==> config.mk <==
export PLATFORM = sky130hd
export DESIGN_NAME = can_xcvr_mode_ctrl
export DESIGN_NICKNAME = d
export VERILOG_FILES = /design/src/can_xcvr_pkg.sv /design/src/timeout_timer.sv /design/src/can_xcvr_mode_ctrl.sv
export VERILOG_INCLUDE_DIRS = /design/src /design/src/src
export SDC_FILE = /design/constraint.sdc
export NUM_CORES = 1
export LEC_CHECK = 0
export BUFFER_PORTS_ARGS = -buffer_cell sky130_fd_sc_hd__buf_2
export CORE_ASPECT_RATIO = 1.2
export CORE_MARGIN = 3
export CORE_UTILIZATION = 40
export DETAILED_ROUTE_END_ITERATION = 10
export PLACE_DENSITY = 0.6
export SETUP_SLACK_MARGIN = 0.5
export SYNTH_ARGS = -nofsm -noshare
export SYNTH_HDL_FRONTEND = slang
export SYNTH_HIERARCHICAL = 1
export SYNTH_SLANG_ARGS = --single-unit
export TNS_END_PERCENT = 5
==> constraint.sdc <==
create_clock -name core_clk_i -period 2.4 [get_ports core_clk_i]
set_input_delay 0.12 -clock core_clk_i [delete_from_list [all_inputs] [get_ports core_clk_i]]
set_output_delay 0.12 -clock core_clk_i [all_outputs]
set_load 0.05 [all_outputs]
==> src/can_xcvr_consts.svh <==
// Constants for the CAN transceiver mode and wake control block
`ifndef CAN_XCVR_CONSTS_SVH
`define CAN_XCVR_CONSTS_SVH

`define CLK_MHZ          40

// Chip operating mode codes
`define MODE_OFF         3'h0
`define MODE_SLEEP       3'h1
`define MODE_FAILSAFE    3'h2
`define MODE_RESET       3'h3
`define MODE_STANDBY     3'h4
`define MODE_OVERLOAD    3'h5
`define MODE_FORCED      3'h6
`define MODE_NORMAL      3'h7

// Transceiver mode field encodings
`define MF_OFFLINE       2'h0
`define MF_ACT_UV        2'h1
`define MF_ACT_NOUV      2'h2
`define MF_LISTEN        2'h3
`define SHDN_NONE        2'h0

// Register indices; byte address is four times the index
`define IDX_XCVR_CTRL    6'h20
`define IDX_XCVR_STAT    6'h21
`define IDX_FRAME_CTRL   6'h26
`define IDX_PN_BASE      6'h28
`define IDX_PN_MASK      6'h38
`define IDX_IDENT_B      6'h29
`define IDX_IDENT_C      6'h2A
`define IDX_MASK_B       6'h2D

// Field positions
`define CTRL_MF_LSB      0
`define CTRL_WAKE_EN     2
`define CTRL_SEL_EN      3
`define CTRL_CFG_OK      4
`define CTRL_SHDN_LSB    5
`define STAT_WAKE        3
`define STAT_TX_RDY      4
`define FRAME_FMT        0
`define STD_ID_LSB       10
`define STD_ID_MSB       20

`define RESP_OKAY        2'h0
`define RESP_SLVERR      2'h2
`define PIN_RST          6'h01

// Bus wake timing
`define T_WAKE_DOM_NS    1000
`define T_WAKE_REC_NS    1000
`define WAKE_TIMEOUT_US     1000
`define SILENCE_TIMEOUT_US  1000
`define WAKE_DOM_CYC     ((`T_WAKE_DOM_NS * `CLK_MHZ + 999) / 1000)
`define WAKE_REC_CYC     ((`T_WAKE_REC_NS * `CLK_MHZ + 999) / 1000)
`define WAKE_TO_CYC      (`WAKE_TIMEOUT_US * `CLK_MHZ)
`define SILENCE_CYC      (`SILENCE_TIMEOUT_US * `CLK_MHZ)
`define PH_W             8

`endif

==> src/can_xcvr_pkg.sv <==
// Types shared by the CAN transceiver control files
package can_xcvr_pkg;

   typedef enum logic [2:0] {
      XS_OFF, XS_OFFLINE, XS_BIAS, XS_LISTEN, XS_ACTIVE
   } xcvr_state_t;

   typedef enum logic [1:0] {
      WP_IDLE, WP_DOM1, WP_REC, WP_DOM2
   } wake_phase_t;

endpackage : can_xcvr_pkg

==> src/timeout_timer.sv <==
// Restartable timeout counter running on the on-chip oscillator clock
`timescale 1ns/1ps

module timeout_timer #(
   parameter int unsigned TERM = 16
) (
   input  wire logic core_clk_i,
   input  wire logic rst_b_i,
   input  wire logic restart_i,
   output logic      expired_o
);
   localparam int unsigned W = $clog2(TERM + 1);

   typedef struct packed {
      logic [W-1:0] cnt;
      logic         exp;
   } tmr_t;

   tmr_t q;
   tmr_t d;

   always_comb begin
      d = q;
      if (restart_i) begin
         d.cnt = '0;
         d.exp = 1'b0;
      end else if (!q.exp) begin
         if (q.cnt >= W'(TERM - 1)) begin
            d.exp = 1'b1;
         end else begin
            d.cnt = q.cnt + W'(1);
         end
      end
   end

   always_ff @(posedge core_clk_i or negedge rst_b_i) begin
      if (!rst_b_i) begin
         q <= '0;
      end else begin
         q <= d;
      end
   end

   assign expired_o = q.exp;

endmodule : timeout_timer

==> src/can_xcvr_mode_ctrl.sv <==
// CAN transceiver mode sequencing, bus wake detection and register slave
`timescale 1ns/1ps
`include "can_xcvr_consts.svh"

// Contract
// RULE_01: In Normal mode, mode field 01 or 10 requests Active.
// RULE_02: Field 01 leaves Active for Offline/Bias on supply undervoltage.
// RULE_03: Field 10 ignores supply undervoltage; only regulator reset ends Active.
// RULE_04: Code 111 is Normal; Forced Normal with good supply is Active too.
// RULE_05: Transmit pin low turns an Active request into Listen-only.
// RULE_06: Listen-only for field 11 in Normal/Standby or Forced with undervoltage.
// RULE_07: Listen-only holds while field 01 is set and supply stays low.
// RULE_08: Standby and Sleep force Offline or Offline Bias by bus activity; code gives Listen-only in Standby with field 11.
// RULE_09: Offline watches for wake-up only when wake enable is set.
// RULE_10: Bus activity biases; silence beyond timeout returns to Offline.
// RULE_11: Leaving Active/Listen goes Offline, via Bias if bus was active.
// RULE_12: Off or overtemperature into Reset places transceiver Offline.
// RULE_13: Wake pattern, or field 01 undervoltage in Normal, biases Offline.
// RULE_14: Off, overload, shutdown or supply loss floats; recovery gives Offline.
// RULE_15: Pattern detection when wake enabled and selective wake not valid.
// RULE_16: Waking party sends dominant, recessive, dominant within wake timeout.
// RULE_17: Valid wake sets wake status, pulls receive pin low, wakes sleep.
// RULE_18: Wake frames watched only with all three enables set.
// RULE_19: Format bit selects 11-bit or 29-bit wake identifiers.
// RULE_20: Identifier compared ignoring bits whose mask bit is one.
// RULE_21: Standard identifier spans bytes 0x29/0x2A; low mask bits in 0x2D.
// RULE_22: Bus activity while inactive biases the bus regardless of supply.
// RULE_23: Any partial-networking register write clears configuration valid.
// RULE_24: Silence and wake timeouts are restartable oscillator counters.
module can_xcvr_mode_ctrl #(
   parameter int unsigned SILENCE_CYC = `SILENCE_CYC,
   parameter int unsigned WAKE_TO_CYC = `WAKE_TO_CYC
) (
   input  wire logic        core_clk_i,
   input  wire logic        rst_b_i,
   input  wire logic [2:0]  chip_mode_code_i,
   input  wire logic        tx_data_pin_i,
   input  wire logic        bus_dominant_i,
   input  wire logic        xcvr_supply_uv_i,
   input  wire logic        main_reg_uv_i,
   input  wire logic        bat_smps_uv_i,
   input  wire logic        shutdown_cond_i,
   input  wire logic [28:0] rx_ident_i,
   input  wire logic        rx_ident_ext_i,
   input  wire logic        rx_ident_valid_i,
   output logic             tx_enable_o,
   output logic             rx_enable_o,
   output logic             bias_enable_o,
   output logic             bus_float_o,
   output logic             rx_data_pin_o,
   output logic             wake_event_o,
   output logic             sleep_wake_o,
   output logic [2:0]       xcvr_state_o,
   input  wire logic        s_axi_awvalid,
   output logic             s_axi_awready,
   input  wire logic [7:0]  s_axi_awaddr,
   input  wire logic        s_axi_wvalid,
   output logic             s_axi_wready,
   input  wire logic [31:0] s_axi_wdata,
   input  wire logic [3:0]  s_axi_wstrb,
   output logic             s_axi_bvalid,
   input  wire logic        s_axi_bready,
   output logic [1:0]       s_axi_bresp,
   input  wire logic        s_axi_arvalid,
   output logic             s_axi_arready,
   input  wire logic [7:0]  s_axi_araddr,
   output logic             s_axi_rvalid,
   input  wire logic        s_axi_rready,
   output logic [31:0]      s_axi_rdata,
   output logic [1:0]       s_axi_rresp
);
   localparam int unsigned DOM_CYC = `WAKE_DOM_CYC;
   localparam int unsigned REC_CYC = `WAKE_REC_CYC;

   typedef struct packed {
      logic [5:0]                  s1;
      logic [5:0]                  s2;
      logic [5:0]                  s3;
      logic [5:0]                  pin;
      logic                        dom_last;
      can_xcvr_pkg::xcvr_state_t   xst;
      can_xcvr_pkg::wake_phase_t   wph;
      logic [`PH_W-1:0]            pc;
      logic [2:0]                  prev_mode;
      logic [7:0][7:0]             pn;
      logic [1:0]                  mf;
      logic                        wake_en;
      logic                        sel_en;
      logic                        cfg_ok;
      logic [1:0]                  shdn;
      logic                        fmt;
      logic                        wake_st;
      logic                        rx;
      logic                        wake_p;
      logic                        sleep_p;
      logic                        bvalid;
      logic [1:0]                  bresp;
      logic                        rvalid;
      logic [31:0]                 rdata;
      logic [1:0]                  rresp;
   } ctrl_t;

   ctrl_t q;
   ctrl_t d;

   logic        txd_hi, dom, vuv, muv, bsuv, shc;
   logic        normal, forced, standby, sleep;
   logic        off_cond, active_req, listen_req, hold_listen, uv_bias;
   logic        reset_from_off, bus_edge, silent, wake_exp;
   logic        wake_arm, pn_mode, std_en, std_hit, sel_hit, wake_hit;
   logic [31:0] id_w, mask_w;
   logic        id_match;
   logic        wr_go, rd_go, pn_wr;
   logic [5:0]  widx;
   logic [8:0]  rd_val, wr_map;

   // Filtered pin levels; a change counts once the last two stages agree
   assign {shc, bsuv, muv, vuv, dom, txd_hi} = q.pin;

   assign normal  = chip_mode_code_i == `MODE_NORMAL;            // [RULE_04]
   assign forced  = chip_mode_code_i == `MODE_FORCED;
   assign standby = chip_mode_code_i == `MODE_STANDBY;
   assign sleep   = chip_mode_code_i == `MODE_SLEEP;             // [RULE_08]

   assign off_cond = chip_mode_code_i == `MODE_OFF
                   || chip_mode_code_i == `MODE_OVERLOAD
                   || (q.shdn != `SHDN_NONE && shc)
                   || bsuv;                                      // [RULE_14]
   assign active_req = (normal && ((q.mf == `MF_ACT_UV && !vuv)  // [RULE_01]
                      || (q.mf == `MF_ACT_NOUV && !muv)))        // [RULE_03]
                      || (forced && !vuv);                       // [RULE_04]
   assign listen_req = ((normal || standby) && q.mf == `MF_LISTEN)
                     || (forced && vuv);                         // [RULE_06]
   assign uv_bias = normal && q.mf == `MF_ACT_UV && vuv;         // [RULE_13]
   assign hold_listen = q.xst == can_xcvr_pkg::XS_LISTEN
                      && uv_bias;                                // [RULE_07]
   // Overload code also stands for overtemperature shutdown
   assign reset_from_off = chip_mode_code_i == `MODE_RESET
                         && (q.prev_mode == `MODE_OFF
                         || q.prev_mode == `MODE_OVERLOAD);      // [RULE_12]
   assign bus_edge = q.pin[1] != q.dom_last;

   // Silence window restarts on every bus edge
   timeout_timer #(.TERM(SILENCE_CYC)) silence_tmr (             // [RULE_24]
      .core_clk_i (core_clk_i),
      .rst_b_i    (rst_b_i),
      .restart_i  (bus_edge),
      .expired_o  (silent)
   );

   // Whole pattern must finish inside one window from its first dominant
   timeout_timer #(.TERM(WAKE_TO_CYC)) wake_tmr (                // [RULE_24]
      .core_clk_i (core_clk_i),
      .rst_b_i    (rst_b_i),
      .restart_i  (q.wph == can_xcvr_pkg::WP_IDLE),
      .expired_o  (wake_exp)
   );

   assign wake_arm = (q.xst == can_xcvr_pkg::XS_OFFLINE
                   || q.xst == can_xcvr_pkg::XS_BIAS) && q.wake_en; // [RULE_09]
   assign pn_mode = q.sel_en && q.cfg_ok;
   assign std_en  = wake_arm && !pn_mode;                        // [RULE_15]
   assign std_hit = std_en && !wake_exp && dom
                  && q.wph == can_xcvr_pkg::WP_DOM2
                  && q.pc >= `PH_W'(DOM_CYC - 1);                // [RULE_16]

   assign id_w   = {q.pn[3], q.pn[2], q.pn[1], q.pn[0]};
   assign mask_w = {q.pn[7], q.pn[6], q.pn[5], q.pn[4]};
   // Standard identifier sits in bits 20..10: upper bits of 0x29 and low bits of 0x2A
   always_comb begin
      if (q.fmt) begin                                           // [RULE_19]
         id_match = ((rx_ident_i ^ id_w[28:0])
                    & ~mask_w[28:0]) == 29'h0;                   // [RULE_20]
      end else begin
         id_match = ((rx_ident_i[10:0] ^ id_w[`STD_ID_MSB:`STD_ID_LSB])
                    & ~mask_w[`STD_ID_MSB:`STD_ID_LSB]) == 11'h0; // [RULE_21]
      end
   end
   assign sel_hit = wake_arm && pn_mode && rx_ident_valid_i
                  && rx_ident_ext_i == q.fmt && id_match;        // [RULE_18]
   assign wake_hit = std_hit || sel_hit;

   function automatic logic [8:0] reg_rd(input logic [5:0] idx);
      logic [8:0] r;
      r = 9'h100;
      if ((idx & `IDX_PN_MASK) == `IDX_PN_BASE) begin
         r[7:0] = q.pn[idx[2:0]];
      end else if (idx == `IDX_XCVR_CTRL) begin
         r[`CTRL_MF_LSB +: 2]   = q.mf;
         r[`CTRL_WAKE_EN]       = q.wake_en;
         r[`CTRL_SEL_EN]        = q.sel_en;
         r[`CTRL_CFG_OK]        = q.cfg_ok;
         r[`CTRL_SHDN_LSB +: 2] = q.shdn;
      end else if (idx == `IDX_XCVR_STAT) begin
         r[2:0]            = q.xst;
         r[`STAT_WAKE]     = q.wake_st;
         r[`STAT_TX_RDY]   = q.xst == can_xcvr_pkg::XS_ACTIVE;
      end else if (idx == `IDX_FRAME_CTRL) begin
         r[`FRAME_FMT] = q.fmt;
      end else begin
         r = 9'h000;
      end
      return r;
   endfunction : reg_rd

   // Address and data are taken together, one write outstanding
   assign wr_go  = s_axi_awvalid && s_axi_wvalid && !q.bvalid;
   assign rd_go  = s_axi_arvalid && !q.rvalid;
   assign widx   = s_axi_awaddr[7:2];
   // A process, not assigns, so the map follows every state change it reads
   always_comb begin
      wr_map = reg_rd(widx);
      rd_val = reg_rd(s_axi_araddr[7:2]);
   end
   assign pn_wr  = wr_go && s_axi_wstrb[0]
                 && ((widx & `IDX_PN_MASK) == `IDX_PN_BASE
                 || widx == `IDX_FRAME_CTRL);

   always_comb begin
      d = q;
      d.s1 = {shutdown_cond_i, bat_smps_uv_i, main_reg_uv_i,
              xcvr_supply_uv_i, bus_dominant_i, tx_data_pin_i};
      d.s2 = q.s1;
      d.s3 = q.s2;
      d.pin = (q.pin & (q.s2 ^ q.s3)) | (q.s3 & ~(q.s2 ^ q.s3));
      d.dom_last = q.pin[1];
      d.prev_mode = chip_mode_code_i;

      // Transceiver state
      if (off_cond) begin
         d.xst = can_xcvr_pkg::XS_OFF;                           // [RULE_14]
      end else if (q.xst == can_xcvr_pkg::XS_OFF || reset_from_off) begin
         d.xst = can_xcvr_pkg::XS_OFFLINE;                       // [RULE_12]
      end else if (active_req && txd_hi) begin
         d.xst = can_xcvr_pkg::XS_ACTIVE;                        // [RULE_01]
      end else if (active_req || listen_req || hold_listen) begin
         d.xst = can_xcvr_pkg::XS_LISTEN;                        // [RULE_05]
      end else if (q.xst == can_xcvr_pkg::XS_OFFLINE) begin
         // Biasing needs no transceiver supply, so activity alone does it
         d.xst = (bus_edge || std_hit || uv_bias)                // [RULE_22]
               ? can_xcvr_pkg::XS_BIAS
               : can_xcvr_pkg::XS_OFFLINE;                       // [RULE_13]
      end else begin
         d.xst = (silent && !uv_bias)                            // [RULE_10]
               ? can_xcvr_pkg::XS_OFFLINE
               : can_xcvr_pkg::XS_BIAS;                          // [RULE_11]
      end

      // Wake pattern; off-phase pulses only pause the phase count
      if (!std_en || wake_exp) begin
         d.wph = can_xcvr_pkg::WP_IDLE;
         d.pc  = '0;
      end else begin
         unique case (q.wph)
            can_xcvr_pkg::WP_IDLE: begin
               if (dom) begin
                  d.wph = can_xcvr_pkg::WP_DOM1;
                  d.pc  = `PH_W'(1);
               end
            end
            can_xcvr_pkg::WP_DOM1: begin
               if (dom && q.pc >= `PH_W'(DOM_CYC - 1)) begin
                  d.wph = can_xcvr_pkg::WP_REC;
                  d.pc  = '0;
               end else if (dom) begin
                  d.pc = q.pc + `PH_W'(1);
               end
            end
            can_xcvr_pkg::WP_REC: begin
               if (!dom && q.pc >= `PH_W'(REC_CYC - 1)) begin
                  d.wph = can_xcvr_pkg::WP_DOM2;                 // [RULE_16]
                  d.pc  = '0;
               end else if (!dom) begin
                  d.pc = q.pc + `PH_W'(1);
               end
            end
            can_xcvr_pkg::WP_DOM2: begin
               if (std_hit) begin
                  d.wph = can_xcvr_pkg::WP_IDLE;
                  d.pc  = '0;
               end else if (dom) begin
                  d.pc = q.pc + `PH_W'(1);
               end
            end
         endcase
      end

      // Register writes
      if (wr_go) begin
         d.bvalid = 1'b1;
         d.bresp  = wr_map[8] ? `RESP_OKAY : `RESP_SLVERR;
         if (s_axi_wstrb[0] && wr_map[8]) begin
            if ((widx & `IDX_PN_MASK) == `IDX_PN_BASE) begin
               d.pn[widx[2:0]] = s_axi_wdata[7:0];
            end else if (widx == `IDX_FRAME_CTRL) begin
               d.fmt = s_axi_wdata[`FRAME_FMT];
            end else if (widx == `IDX_XCVR_CTRL) begin
               d.mf      = s_axi_wdata[`CTRL_MF_LSB +: 2];
               d.wake_en = s_axi_wdata[`CTRL_WAKE_EN];
               d.sel_en  = s_axi_wdata[`CTRL_SEL_EN];
               d.cfg_ok  = s_axi_wdata[`CTRL_CFG_OK];
               d.shdn    = s_axi_wdata[`CTRL_SHDN_LSB +: 2];
            end else if (s_axi_wdata[`STAT_WAKE]) begin
               d.wake_st = 1'b0;
            end
         end
      end else if (q.bvalid && s_axi_bready) begin
         d.bvalid = 1'b0;
      end
      if (pn_wr) begin
         d.cfg_ok = 1'b0;                                        // [RULE_23]
      end

      // A wake arriving with the clear still sets the flag
      if (wake_hit) begin
         d.wake_st = 1'b1;                                       // [RULE_17]
      end
      d.wake_p  = wake_hit;
      d.sleep_p = wake_hit && sleep;                             // [RULE_17]
      if (q.xst == can_xcvr_pkg::XS_ACTIVE
          || q.xst == can_xcvr_pkg::XS_LISTEN) begin
         d.rx = !dom;
      end else begin
         d.rx = !d.wake_st;                                      // [RULE_17]
      end

      // Register reads
      if (rd_go) begin
         d.rvalid = 1'b1;
         d.rdata  = {24'h000000, rd_val[7:0]};
         d.rresp  = rd_val[8] ? `RESP_OKAY : `RESP_SLVERR;
      end else if (q.rvalid && s_axi_rready) begin
         d.rvalid = 1'b0;
      end
   end

   always_ff @(posedge core_clk_i or negedge rst_b_i) begin
      if (!rst_b_i) begin
         q     <= '0;
         q.s1  <= `PIN_RST;
         q.s2  <= `PIN_RST;
         q.s3  <= `PIN_RST;
         q.pin <= `PIN_RST;
         q.xst <= can_xcvr_pkg::XS_OFFLINE;
         q.rx  <= 1'b1;
      end else begin
         q <= d;
      end
   end

   assign tx_enable_o   = q.xst == can_xcvr_pkg::XS_ACTIVE;
   assign rx_enable_o   = tx_enable_o || q.xst == can_xcvr_pkg::XS_LISTEN;
   assign bias_enable_o = rx_enable_o || q.xst == can_xcvr_pkg::XS_BIAS;
   assign bus_float_o   = q.xst == can_xcvr_pkg::XS_OFF;
   assign xcvr_state_o  = q.xst;
   assign rx_data_pin_o = q.rx;
   assign wake_event_o  = q.wake_p;
   assign sleep_wake_o  = q.sleep_p;
   assign s_axi_awready = wr_go;
   assign s_axi_wready  = wr_go;
   assign s_axi_bvalid  = q.bvalid;
   assign s_axi_bresp   = q.bresp;
   assign s_axi_arready = rd_go;
   assign s_axi_rvalid  = q.rvalid;
   assign s_axi_rdata   = q.rdata;
   assign s_axi_rresp   = q.rresp;
endmodule : can_xcvr_mode_ctrl

* After elaboration in Yosys (flattened, before gate mapping)
Index checks and enable logic that the tools add are counted.
Widths: inputs -> output; s select.
** Storage, ports and cells
- Output and inout bits :: 51
- Input bits :: 99
- Register bits after elaboration :: 165
- Logic and storage cells :: 243
** Cells by class
- Reductions and logical operators :: 85
- Bitwise operators :: 13
- Mux-type cells :: 62
- Add/sub/neg operators :: 3
- Equality and inequality tests :: 38
- $lt $le $gt $ge :: 6
** Operators with widths (count)
- $mux 8 :: 10
- $mux 17 :: 4
- $bwmux 64 :: 1
- $pmux 10 s4 :: 1
- $eq 6x6->1 const B :: 6
- $logic_and 1x1->1 :: 36
- $add 16x1->16 const B :: 2
- $ge 16x16->1 const B :: 2
- $mux 16 :: 2
- $and 29x29->29 :: 1
- $logic_not 29->1 :: 1
- $not 29->29 :: 1
- $xor 29x29->29 :: 1
- $bmux 8 s3 :: 1
- $demux 8 s3 :: 1
- $eq 3x3->1 const B :: 8
- $mux 2 :: 11
- $mux 10 :: 2
- $mux 5 :: 4
- $logic_or 1x1->1 :: 19
- $mux 1 :: 17
- $mux 3 :: 5
- $and 6x6->6 :: 2
- $reduce_bool 2->1 :: 6
- 32 further kinds :: 63

* Depth between registers and ports, before layout
Gate-level depths: netlist of the first run.
- Word-level depth :: 16
- Mapped depth :: 8
- Mapped depth without buffers :: 8

* Modules after synthesis
The synthesis of the first run kept the hierarchy.
** By module, submodules not included
- can_xcvr_mode_ctrl :: seq. area each 3235.6 um^2, instances 1, cells each 590, area each 6849.1 um^2
- timeout_timer (wake_tmr) :: seq. area each 425.4 um^2, instances 1, cells each 89, area each 892.1 um^2
- timeout_timer (silence_tmr) :: seq. area each 425.4 um^2, instances 1, cells each 89, area each 889.6 um^2

* Worst setup path before layout of the first run
Ideal clock, no wire load.
- Kind :: register -> output
- From :: reg q, in the netlist xcvr_state_o[1]
- To :: out rx_enable_o
- Cell stages (with the launch flop) :: 4
- Path buffers :: 0
- Slack :: -56 ps
- Arrival :: 2336 ps
- Required time :: 2280 ps
- Cell sequence :: dfrtp_1 > nor3_1 > nor2_1 > inv_1
** Between the ends
- Longest elaborated chain between the ends :: 2
- Elaborated cells on any way between the ends :: 3
- Those cells by class :: eq/ne (2); reduce/logical (1)
** RTL lines
- start: declaration :: RTL line can_xcvr_mode_ctrl.sv:103 : ctrl_t q;
- $eq 3x3->1 :: RTL line can_xcvr_mode_ctrl.sv:351 : assign tx_enable_o = q.xst == can_xcvr_pkg::XS_ACTIVE;
- via tx_enable_o :: RTL line can_xcvr_mode_ctrl.sv:46 : output logic tx_enable_o,
- $logic_or 1x1->1 :: RTL line can_xcvr_mode_ctrl.sv:352 : assign rx_enable_o = tx_enable_o || q.xst == can_xcvr_pkg::XS_LISTEN;
- end: declaration :: RTL line can_xcvr_mode_ctrl.sv:47 : output logic rx_enable_o,
The timed path passes the listed nets, and every way through them passes these cells.

* Worst setup path after layout of the first run
- From :: reg q[117] in the netlist's numbering
- To :: reg q[122] in the netlist's numbering
** Between the ends
- Longest elaborated chain between the ends :: 5
- Elaborated cells on any way between the ends :: 14
- Those cells by class :: add/sub (1); order compare (1); eq/ne (1); mux (7); reduce/logical (4)
** RTL lines
- $add 8x1->8 or $ge 8x6->1 (tied branches)
- $mux 8 (tied with other cells) :: RTL line can_xcvr_mode_ctrl.sv:265, can_xcvr_mode_ctrl.sv:281
- $mux 8, on equally long branches :: RTL line can_xcvr_mode_ctrl.sv:278, can_xcvr_mode_ctrl.sv:262, can_xcvr_mode_ctrl.sv:270
- $pmux 10 s4 :: RTL line can_xcvr_mode_ctrl.sv:254 : unique case (q.wph)
- $mux 10 :: RTL line can_xcvr_mode_ctrl.sv:250 : if (!std_en || wake_exp) begin
Several ways; a longest one is shown, not always the timed one. The select of a mux whose other input is x is not followed.
A chain may end at the register's enable or synchronous reset.

==> results of run 1 <==
-- worst max path at each step --
stage / slack [ps] / endpoint / startpoint
final: 200 / q[122]$_DFFE_PN0P_ / q[117]$_DFFE_PN0P_
after global routing: 110 / q[122]$_DFFE_PN0P_ / q[117]$_DFFE_PN0P_
after CTS: 200 / q[122]$_DFFE_PN0P_ / q[118]$_DFFE_PN0P_
after detailed placement: 130 / q[122]$_DFFE_PN0P_ / q[117]$_DFFE_PN0P_
after global placement: 170 / q[122]$_DFFE_PN0P_ / q[117]$_DFFE_PN0P_
after floorplan: 260 / q[122]$_DFFE_PN0P_ / q[117]$_DFFE_PN0P_
-- power by group through the flow --
| stage | Combinational, mW | Sequential, mW | Clock (mW) |
|---|---|---|---|
| 2_1_floorplan | 0.672 | 3.04 | 0 |
| 4_1_cts | 0.970 | 2.98 | 2.76 |
| 6_report | 0.961 | 2.98 | 2.69 |
| 5_1_grt | 1.04 | 3.00 | 2.88 |
| 3_5_place_dp | 0.941 | 3.04 | 0 |
| 3_3_place_gp | 0.933 | 3.03 | 0 |
-- per-layer routing --
metal | up-vias | share of wire | track usage
li1 | 2982 | - | -
met1 | 3158 | 0.43 | 0.247
met2 | 116 | 0.52 | 0.327
met3 | 20 | 0.033 | 0.0356
met4 | 0 | 0.014 | 0.0518
met5 | - | 0 | 0
-- stage by stage --
stage | hold slack, ps | total power [mW] | cells | worst slack [ps] | cell area (um^2)
after global placement | 182 | 3.97 | 1116 | 168 | 9390
after global routing | 14.9 | 6.92 | 1170 | 108 | 10200
after CTS | 9.87 | 6.71 | 1169 | 196 | 10200
after floorplan | -176 | 3.71 | 793 | 257 | 8800
after detailed placement | 179 | 3.98 | 1116 | 132 | 9390
final | 29.9 | 6.63 | 1170 | 197 | 10200
-- final cells by class --
type,count,area (um^2),area share
Sequential cell,163,4090,0.400
Tap cell,270,338,0.0331
Timing Repair Buffer,137,856,0.0838
Multi-Input combinational cell,549,4280,0.419
Clock inverter,15,153,0.0149
Inverter,19,75.1,0.00735
Clock buffer,17,425,0.0416
-- what timing repair did --
action | in CTS | in global routing
resized for setup | 4 | 8
hold buffers | 13 | 0
hold endpoints to repair | 75 | 0
pin swaps | 10 | 1
endpoints found under the setup margin | 86 | 98
buffers inserted | 8 | 1
-- state kept, by name, indices dropped and copies added, names as in the netlist, named ones only --
register / cells
mask_w: 32
s_axi_bresp: 1
s_axi_rresp: 1
wake_tmr/q: 16
silence_tmr/expired_o: 1
s_axi_rdata: 8
s_axi_rvalid: 1
s_axi_bvalid: 1
q: 29
d: 12
wake_event_o: 1
sleep_wake_o: 1
xcvr_state_o: 3
id_w: 32
wake_tmr/expired_o: 1
rx_data_pin_o: 1
silence_tmr/q: 16
-- logic make-up (layout without fill, tap and decap cells) --
| group | after synthesis | in the layout | share of synthesized area |
|---|---|---|---|
| AND/OR/NAND/NOR | 199 | 199 | 0.126 |
| other | 1 | 26 | 0.000434 |
| adder cells (fa/ha/maj) | 13 | 13 | 0.0171 |
| AO/OA/AOI/OAI | 159 | 159 | 0.128 |
| multiplexers | 94 | 94 | 0.141 |
| XOR/XNOR | 58 | 58 | 0.0597 |
| flip-flops | 163 | 163 | 0.473 |
| buffers and inverters | 81 | 188 | 0.0539 |
-- Yosys cell counts (all sizes together), types with 9 or more instances --
cell	count
o21a	9
xor2	16
o22ai	20
nand3	17
o21ai	48
mux2i	14
buf	50
mux2	64
clkbuf	12
a21oi	37
dfrtp	157
mux4	16
nor2	39
and3	15
or3	16
inv	18
xnor2	42
nor2b	9
nor3	10
nand2	52
==> results.cfg, run 1 <==
[outcome]
outcome = finished clean

[pwr]
p_clk_frac = 0.405
p_int_mw = 4.60
peakVddDrop_v = 0.000476
switching_power_mw = 2.03
pwr-share-comb = 0.145
p_leak_nw = 4.59
seqPwrFrac = 0.450
switching_share = 0.306
p_per_area_nw_per_um2 = 649

[clock_tree]
numCtsBuffers = 17
h-tree-depth = 4
clk_pin_slew_ps = 80
clock_sinks = 163
clock_path_buffers = 2
clock_latency_ps = 430
clockRootBuffer = clkbuf_16
cts_tree = done

[synthesis]
yosysTopAreaCellShare = 0.455
yosys_warnings = 6
synth_top_area_cell = dfrtp_1
postSynth.asyncResetShare = 1.00
syn_avg_cell_area_um2 = 11.2
synth_cell_types = 76
syn_inst = 768
synth_edf_count = 0
ys_seq_elements = 163
synthTopCellsByArea = dfrtp_1, mux2_2, xnor2_1
netlist_area_um2 = 8630
synthFlopType = dfrtp_1
ys_seq_area_frac = 0.473

[grt]
gr-total-overflow = 0
grt.total_usage = 0.190
grt_pass1_vias = 6370
grt_pass1_wl_um = 34800
antenna_found_initial = 0
grt_max_degree = 71

[route]
via_count = 6276
ant_nets = 0
drt_iter0_drc = 435
dr.pass1.iters = 4
avgRoutedWirePerCell_um = 18.6
routed_wirelength_um = 21800
drc = 0
viasPerCell = 5.36

[worst_setup_path]
cpMaxStageDelayCell = dfrtp_1
worstPathRequired_ps = 2760
critPathMaxStageDelay_ps = 410
crit_buf_inv = 0
reg2reg_from = q[117]$_DFFE_PN0P_
r2r_end = q[122]$_DFFE_PN0P_
critical_path.max_fanout = 4
worstPathArrival_ps = 2560
r2r_cells = 7
cp_top_family = compound AO/OA/AOI/OAI gates
cp-start-kind = register
worst-path-stages = 7
reg2reg_setup_slack_ps = 200
crit_type = reg2reg
end_kind = register
crit_chain = ha_4, a211o_1, a211o_4, and3_4, a2111oi_4, or2_1, nor2b_2

[floorplan]
std_cell_rows = 58
core_area_um2 = 21100
die-area_um2 = 23400
die_x_um = 140
ioPinCount = 150
initial_utilization = 0.409
dieHeight_um = 167

[worst_hold_path]
whs_path_depth = 2
min_from = s_axi_wdata[7]
min_to = mask_w[15]$_DFFE_PN0P_
hold_class = in2reg

[final_layout]
n_antenna_cell = 0
mostFrequentLayoutCells = dfrtp_1, buf_2, mux2_2, nand2_1, xnor2_1
fin_util = 0.484
syn_to_final_growth_pct = 18.4
layout_commonest_cell = dfrtp_1
nFillCells = 1954
fin_nets = 993
drive_gt1_frac = 0.318

[sta]
fmax_ghz = 0.454
tightestPinTransition_ps = 684
finalMaxSlewViolations = 0
slew_headroom = 0.544
rsz0062_at_grt = yes
setup_viol = 0
finalHoldViolCount = 0
post-route-period-util = 0.918
fin_tns_setup_ps = 0
clock_skew_ps = 15.9
period_needed_ps = 2200

[placement]
portBuffers = 92
globalplace.congestion = 0.802
hpwlAfterDp_um = 15900

[job]
maxCapViolations = 0
Note: power is estimated with default switching activity, not from simulation.
==> run 2: changes to the inputs <==
--- a/config.mk
+++ b/config.mk
@@ -9,10 +9,9 @@
 export BUFFER_PORTS_ARGS = -buffer_cell sky130_fd_sc_hd__buf_2
 export CORE_ASPECT_RATIO = 1.2
 export CORE_MARGIN = 3
-export CORE_UTILIZATION = 40
+export CORE_UTILIZATION = 51
 export DETAILED_ROUTE_END_ITERATION = 10
-export PLACE_DENSITY = 0.6
-export SETUP_SLACK_MARGIN = 0.5
+export PLACE_DENSITY = 0.74
 export SYNTH_ARGS = -nofsm -noshare
 export SYNTH_HDL_FRONTEND = slang
 export SYNTH_HIERARCHICAL = 1
==> results.cfg, run 2 (synthesis gave the netlist of run 1 again) <==
[floorplan]
initial_utilization = 0.526
dieHeight_um = 149
std_cell_rows = 51
die_x_um = 125
core_area_um2 = 16400
die-area_um2 = 18500
ioPinCount = 150

[final_layout]
mostFrequentLayoutCells = dfrtp_1, buf_2, mux2_2, nand2_1, xnor2_1
layout_commonest_cell = dfrtp_1
final_cell_area_um2 = 10000
nFillCells = 1361
drive_gt1_frac = 0.297
multi_input_area_um2 = 4180
seqCellArea_um2 = 4090
syn_to_final_growth_pct = 16.4
fin_nets = 993

[worst_setup_path]
cpMaxStageDelayCell = a211o_2
crit_path_end = q[122]$_DFFE_PN0P_
cp_top_family = compound AO/OA/AOI/OAI gates
end_kind = register
crit_type = reg2reg
worstPathArrival_ps = 2620
critical_path.max_fanout = 5
worstPathRequired_ps = 2760
crit_buf_inv = 0
crit_chain = ha_1, a211o_1, a211o_2, o21a_1, a2111oi_4, or2_1, nor2b_2
reg2reg_from = q[117]$_DFFE_PN0P_
r2r_end = q[122]$_DFFE_PN0P_
r2r_cells = 7
worst-path-stages = 7
cp-start-kind = register
critPathMaxStageDelay_ps = 400
reg2reg_setup_slack_ps = 130
crit_path_start = q[117]$_DFFE_PN0P_

[sta]
post-route-period-util = 0.945
setup_viol = 0
tightestPinTransition_ps = 656
fmax_ghz = 0.441
finalMaxSlewViolations = 0
period_needed_ps = 2270
whs_ps = 23.2
clock_skew_ps = 11.8
finalHoldViolCount = 0
slew_headroom = 0.563
fin_ws_ps = 133
fin_tns_setup_ps = 0
rsz0062_at_grt = no

[clock_tree]
clock_path_buffers = 2
clk_pin_slew_ps = 70
numCtsBuffers = 17
clock_sinks = 163
cts_setup_buffers = 0
clockRootBuffer = clkbuf_16
h-tree-depth = 4
cts_tree = done
clock_latency_ps = 430

[grt]
grt_pass1_wl_um = 33900
gr-total-overflow = 0
grt_pass1_vias = 6451
grt_max_degree = 71
antenna_found_initial = 0
grt.total_usage = 0.231

[route]
drc = 0
viasPerCell = 5.78
dr.pass1.iters = 6
via_count = 6438
avgRoutedWirePerCell_um = 18.9
ant_nets = 0
drt_iter0_drc = 493
routed_wirelength_um = 21000

[pwr]
peakVddDrop_v = 0.000476
pwr-share-comb = 0.141
p_clk_frac = 0.414
p_per_area_nw_per_um2 = 666
p_total_mw = 6.69
p_int_mw = 4.76
switching_power_mw = 1.93
switching_share = 0.288
p_leak_nw = 4.59
seqPwrFrac = 0.445

[placement]
hpwlAfterDp_um = 14800
dpl_cell_area_um2 = 9320
globalplace.congestion = 0.867
place_ws_ps = 148
portBuffers = 92

[job]
maxCapViolations = 0

[worst_hold_path]
hold_class = in2reg

[outcome]
outcome = finished clean
run 2: cell types whose count changed in the layout (fill, tap and decap cells not counted), moves of 3 or more:
cell,previous run,this run
dfrtp_1,154,157
nand3_1,11,14
dfrtp_2,3,0
inv_8,6,2
run 2: worst min-delay path by stage:
| stage | startpoint | cells after the start | end | slack (ps) |
|---|---|---|---|---|
| 6_report | s_axi_wdata[7] | 2 | id_w[23]$_DFFE_PN0P_ | 20 |
| 5_1_grt | s_axi_wdata[7] | 2 | mask_w[31]$_DFFE_PN0P_ | 30 |
| 4_1_cts | s_axi_wvalid | 4 | s_axi_bresp[1]$_DFFE_PN0P_ | 20 |
| 3_5_place_dp | rst_b_i | 1 | s_axi_bvalid$_DFFE_PN0P_ | 180 |
| 3_3_place_gp | rst_b_i | 1 | s_axi_bvalid$_DFFE_PN0P_ | 180 |
| 2_1_floorplan | rst_b_i | 0 | async pin | -180 |
run 2: power by group through the flow:
| stage | registers [mW] | logic, mW | clock network (mW) |
|---|---|---|---|
| after detailed placement | 3.03 | 0.922 | 0 |
| after global placement | 3.03 | 0.910 | 0 |
| after CTS | 2.98 | 0.946 | 2.79 |
| after floorplan | 3.04 | 0.667 | 0 |
| after global routing | 3.00 | 1.02 | 2.91 |
| final | 2.98 | 0.942 | 2.77 |
run 2: routing by layer:
layer | share of wire | wire, um | track usage | up-vias
li1 | - | - | - | 2970
met1 | 0.42 | 8770 | 0.295 | 3218
met2 | 0.51 | 10700 | 0.399 | 212
met3 | 0.052 | 1080 | 0.0453 | 38
met4 | 0.022 | 466 | 0.0746 | 0
met5 | 0 | 0 | 0 | -
run 2: stage by stage:
| stage | instances | util |
|---|---|---|
| 6_report | 1113 | 0.613 |
| 2_1_floorplan | 793 | - |
| 3_3_place_gp | 1067 | 0.568 |
| 4_1_cts | 1112 | 0.612 |
| 5_1_grt | 1112 | 0.612 |
| 3_5_place_dp | 1067 | 0.568 |
run 2: final cells by class:
cell class	instances	area share
timing repair buffer	137	0.0846
multi-input combinational	549	0.416
clock buffer	18	0.0427
sequential	163	0.407
antenna	1	0.000249
clock inverter	14	0.0163
inverter	19	0.00710
tap	212	0.0264
run 2: repair_timing:
item	CTS	global route
endpoints found under the hold margin	73	0
gates resized for setup	0	0
setup endpoints to repair	0	1
hold buffers	13	0
==> run 3: changes to the inputs <==
--- a/config.mk
+++ b/config.mk
@@ -11,7 +11,7 @@
 export CORE_MARGIN = 3
 export CORE_UTILIZATION = 51
 export DETAILED_ROUTE_END_ITERATION = 10
-export PLACE_DENSITY = 0.74
+export PLACE_DENSITY = 0.71
 export SYNTH_ARGS = -nofsm -noshare
 export SYNTH_HDL_FRONTEND = slang
 export SYNTH_HIERARCHICAL = 1
==> constraint.sdc (replaced) <==
create_clock -name core_clk_i -period 2.53 [get_ports core_clk_i]
set_input_delay 0.1265 -clock core_clk_i [delete_from_list [all_inputs] [get_ports core_clk_i]]
set_output_delay 0.1265 -clock core_clk_i [all_outputs]
set_load 0.05 [all_outputs]
==> results.cfg, run 3 (synthesis gave the netlist of run 1 again) <==
[sta]
slew_headroom = 0.576
whs_ps = 35.1
clock_skew_ps = 8.89
fin_tns_setup_ps = 0
finalMaxSlewViolations = 0
rsz0062_at_grt = no
post-route-period-util = 0.940
finalHoldViolCount = 0
setup_viol = 0
period_needed_ps = 2380
tightestPinTransition_ps = 637
fmax_ghz = 0.421

[placement]
hpwlAfterDp_um = 14800
portBuffers = 92
globalplace.congestion = 0.878

[route]
drt_iter0_drc = 512
routed_wirelength_um = 20500
via_count = 6351
dr.pass1.iters = 5
ant_nets = 0
avgRoutedWirePerCell_um = 18.6
drc = 0
viasPerCell = 5.77

[worst_setup_path]
critical_path.max_fanout = 7
crit_type = reg2reg
crit_chain = ha_1, a211o_1, a211o_2, o21a_1, a2111oi_4, or2_1, nor2b_2
cpMaxStageDelayCell = dfrtp_1
critPathMaxStageDelay_ps = 440
end_kind = register
crit_buf_inv = 0
cp-start-kind = register
cp_top_family = compound AO/OA/AOI/OAI gates
worstPathArrival_ps = 2750
worstPathRequired_ps = 2900

[pwr]
p_int_mw = 4.57
peakVddDrop_v = 0.000524
p_clk_frac = 0.412
p_leak_nw = 4.53
switching_power_mw = 1.75
switching_share = 0.277
p_per_area_nw_per_um2 = 634
seqPwrFrac = 0.449
pwr-share-comb = 0.140

[floorplan]
die-area_um2 = 18500
initial_utilization = 0.526
core_area_um2 = 16400
ioPinCount = 150
std_cell_rows = 51
dieHeight_um = 149
die_x_um = 125

[grt]
grt_pass1_vias = 6271
gr-total-overflow = 0
grt_pass1_wl_um = 32600
grt.total_usage = 0.223
antenna_found_initial = 4
grt_max_degree = 66

[clock_tree]
clk_pin_slew_ps = 70
cts_tree = done
clock_sinks = 163
clock_latency_ps = 430
numCtsBuffers = 17
clock_path_buffers = 2
clockRootBuffer = clkbuf_16
h-tree-depth = 4

[final_layout]
syn_to_final_growth_pct = 15.4
mostFrequentLayoutCells = dfrtp_1, buf_2, mux2_2, nand2_1, xnor2_1
fin_nets = 979
layout_commonest_cell = dfrtp_1
drive_gt1_frac = 0.286

[outcome]
outcome = finished clean

[job]
maxCapViolations = 0

[worst_hold_path]
hold_class = in2reg
-- run 3: cell types whose count changed in the layout (fill, tap and decap cells not counted), sizes merged --
cell,delta
clkinvlp,+1
inv,-7
clkinv,+3
clkbuf,+3
buf,-14
diode,+1
-- run 3: power by group through the flow --
stage / registers, mW / logic, mW / clock network, mW
2_1_floorplan: 2.88 / 0.633 / 0
3_3_place_gp: 2.88 / 0.849 / 0
3_5_place_dp: 2.88 / 0.862 / 0
4_1_cts: 2.83 / 0.886 / 2.65
5_1_grt: 2.85 / 0.956 / 2.73
6_report: 2.83 / 0.881 / 2.60
-- run 3: worst paths after layout --
kind | from | to | slack, ps | cells past startpoint
max | q[118]$_DFFE_PN0P_ | q[122]$_DFFE_PN0P_ | 150 | 7
min | s_axi_wdata[7] | mask_w[23]$_DFFE_PN0P_ | 40 | 2
max reg2reg | q[118]$_DFFE_PN0P_ | q[122]$_DFFE_PN0P_ | 150 | 7
min reg2reg | d[145]$_DFF_PN0_ | d[139]$_DFF_PN0_ | 340 | 0
max in group asynchronous | rst_b_i | rx_data_pin_o$_DFF_PN1_ | 1560 | 3
min in group asynchronous | rst_b_i | silence_tmr/q[10]$_DFFE_PN0P_ | 260 | 2
-- run 3: area by class of cell --
type | count | area [um^2]
inverter | 19 | 71.3
clock buffer | 21 | 470
clock inverter | 11 | 128
fill | 1352 | 6440
tap | 212 | 265
sequential | 163 | 4090
timing repair buffer | 123 | 757
multi-input combinational | 549 | 4180
antenna | 2 | 5.00
-- run 3: worst register-to-register path: cells and delay by family (launching register included) --
| kind | cells | cell delay (ps) |
|---|---|---|
| flops | 1 | 440 |
| compound gates | 4 | 1340 |
| simple gates | 2 | 310 |
| fa+ha+maj | 1 | 230 |
-- run 3: stage by stage --
| step | cells | util | cell area [um^2] | setup slack [ps] | power (mW) |
|---|---|---|---|---|---|
| 2_1_floorplan | 793 | - | 8720 | 67.7 | 3.51 |
| 3_3_place_gp | 1053 | 0.562 | 9220 | 206 | 3.73 |
| 3_5_place_dp | 1053 | 0.562 | 9220 | 135 | 3.74 |
| 4_1_cts | 1098 | 0.607 | 9950 | 128 | 6.37 |
| 5_1_grt | 1100 | 0.607 | 9960 | 7.53 | 6.54 |
| 6_report | 1100 | 0.607 | 9960 | 152 | 6.32 |
-- run 3: routing by layer --
metal  vias to the layer above  track usage  share of wire
met5                         -            0        0.00068
met4                         4       0.0768          0.026
met3                        45       0.0496          0.054
met2                       181        0.381           0.51
met1                      3171        0.283           0.41
li1                       2950            -              -
-- run 3: timing repair --
item                                    CTS  global route
endpoints found under the setup margin    0             1
hold buffers                             13             0
hold endpoints to repair                 71             0
resized for setup                         0             1
buffers inserted                          0             0
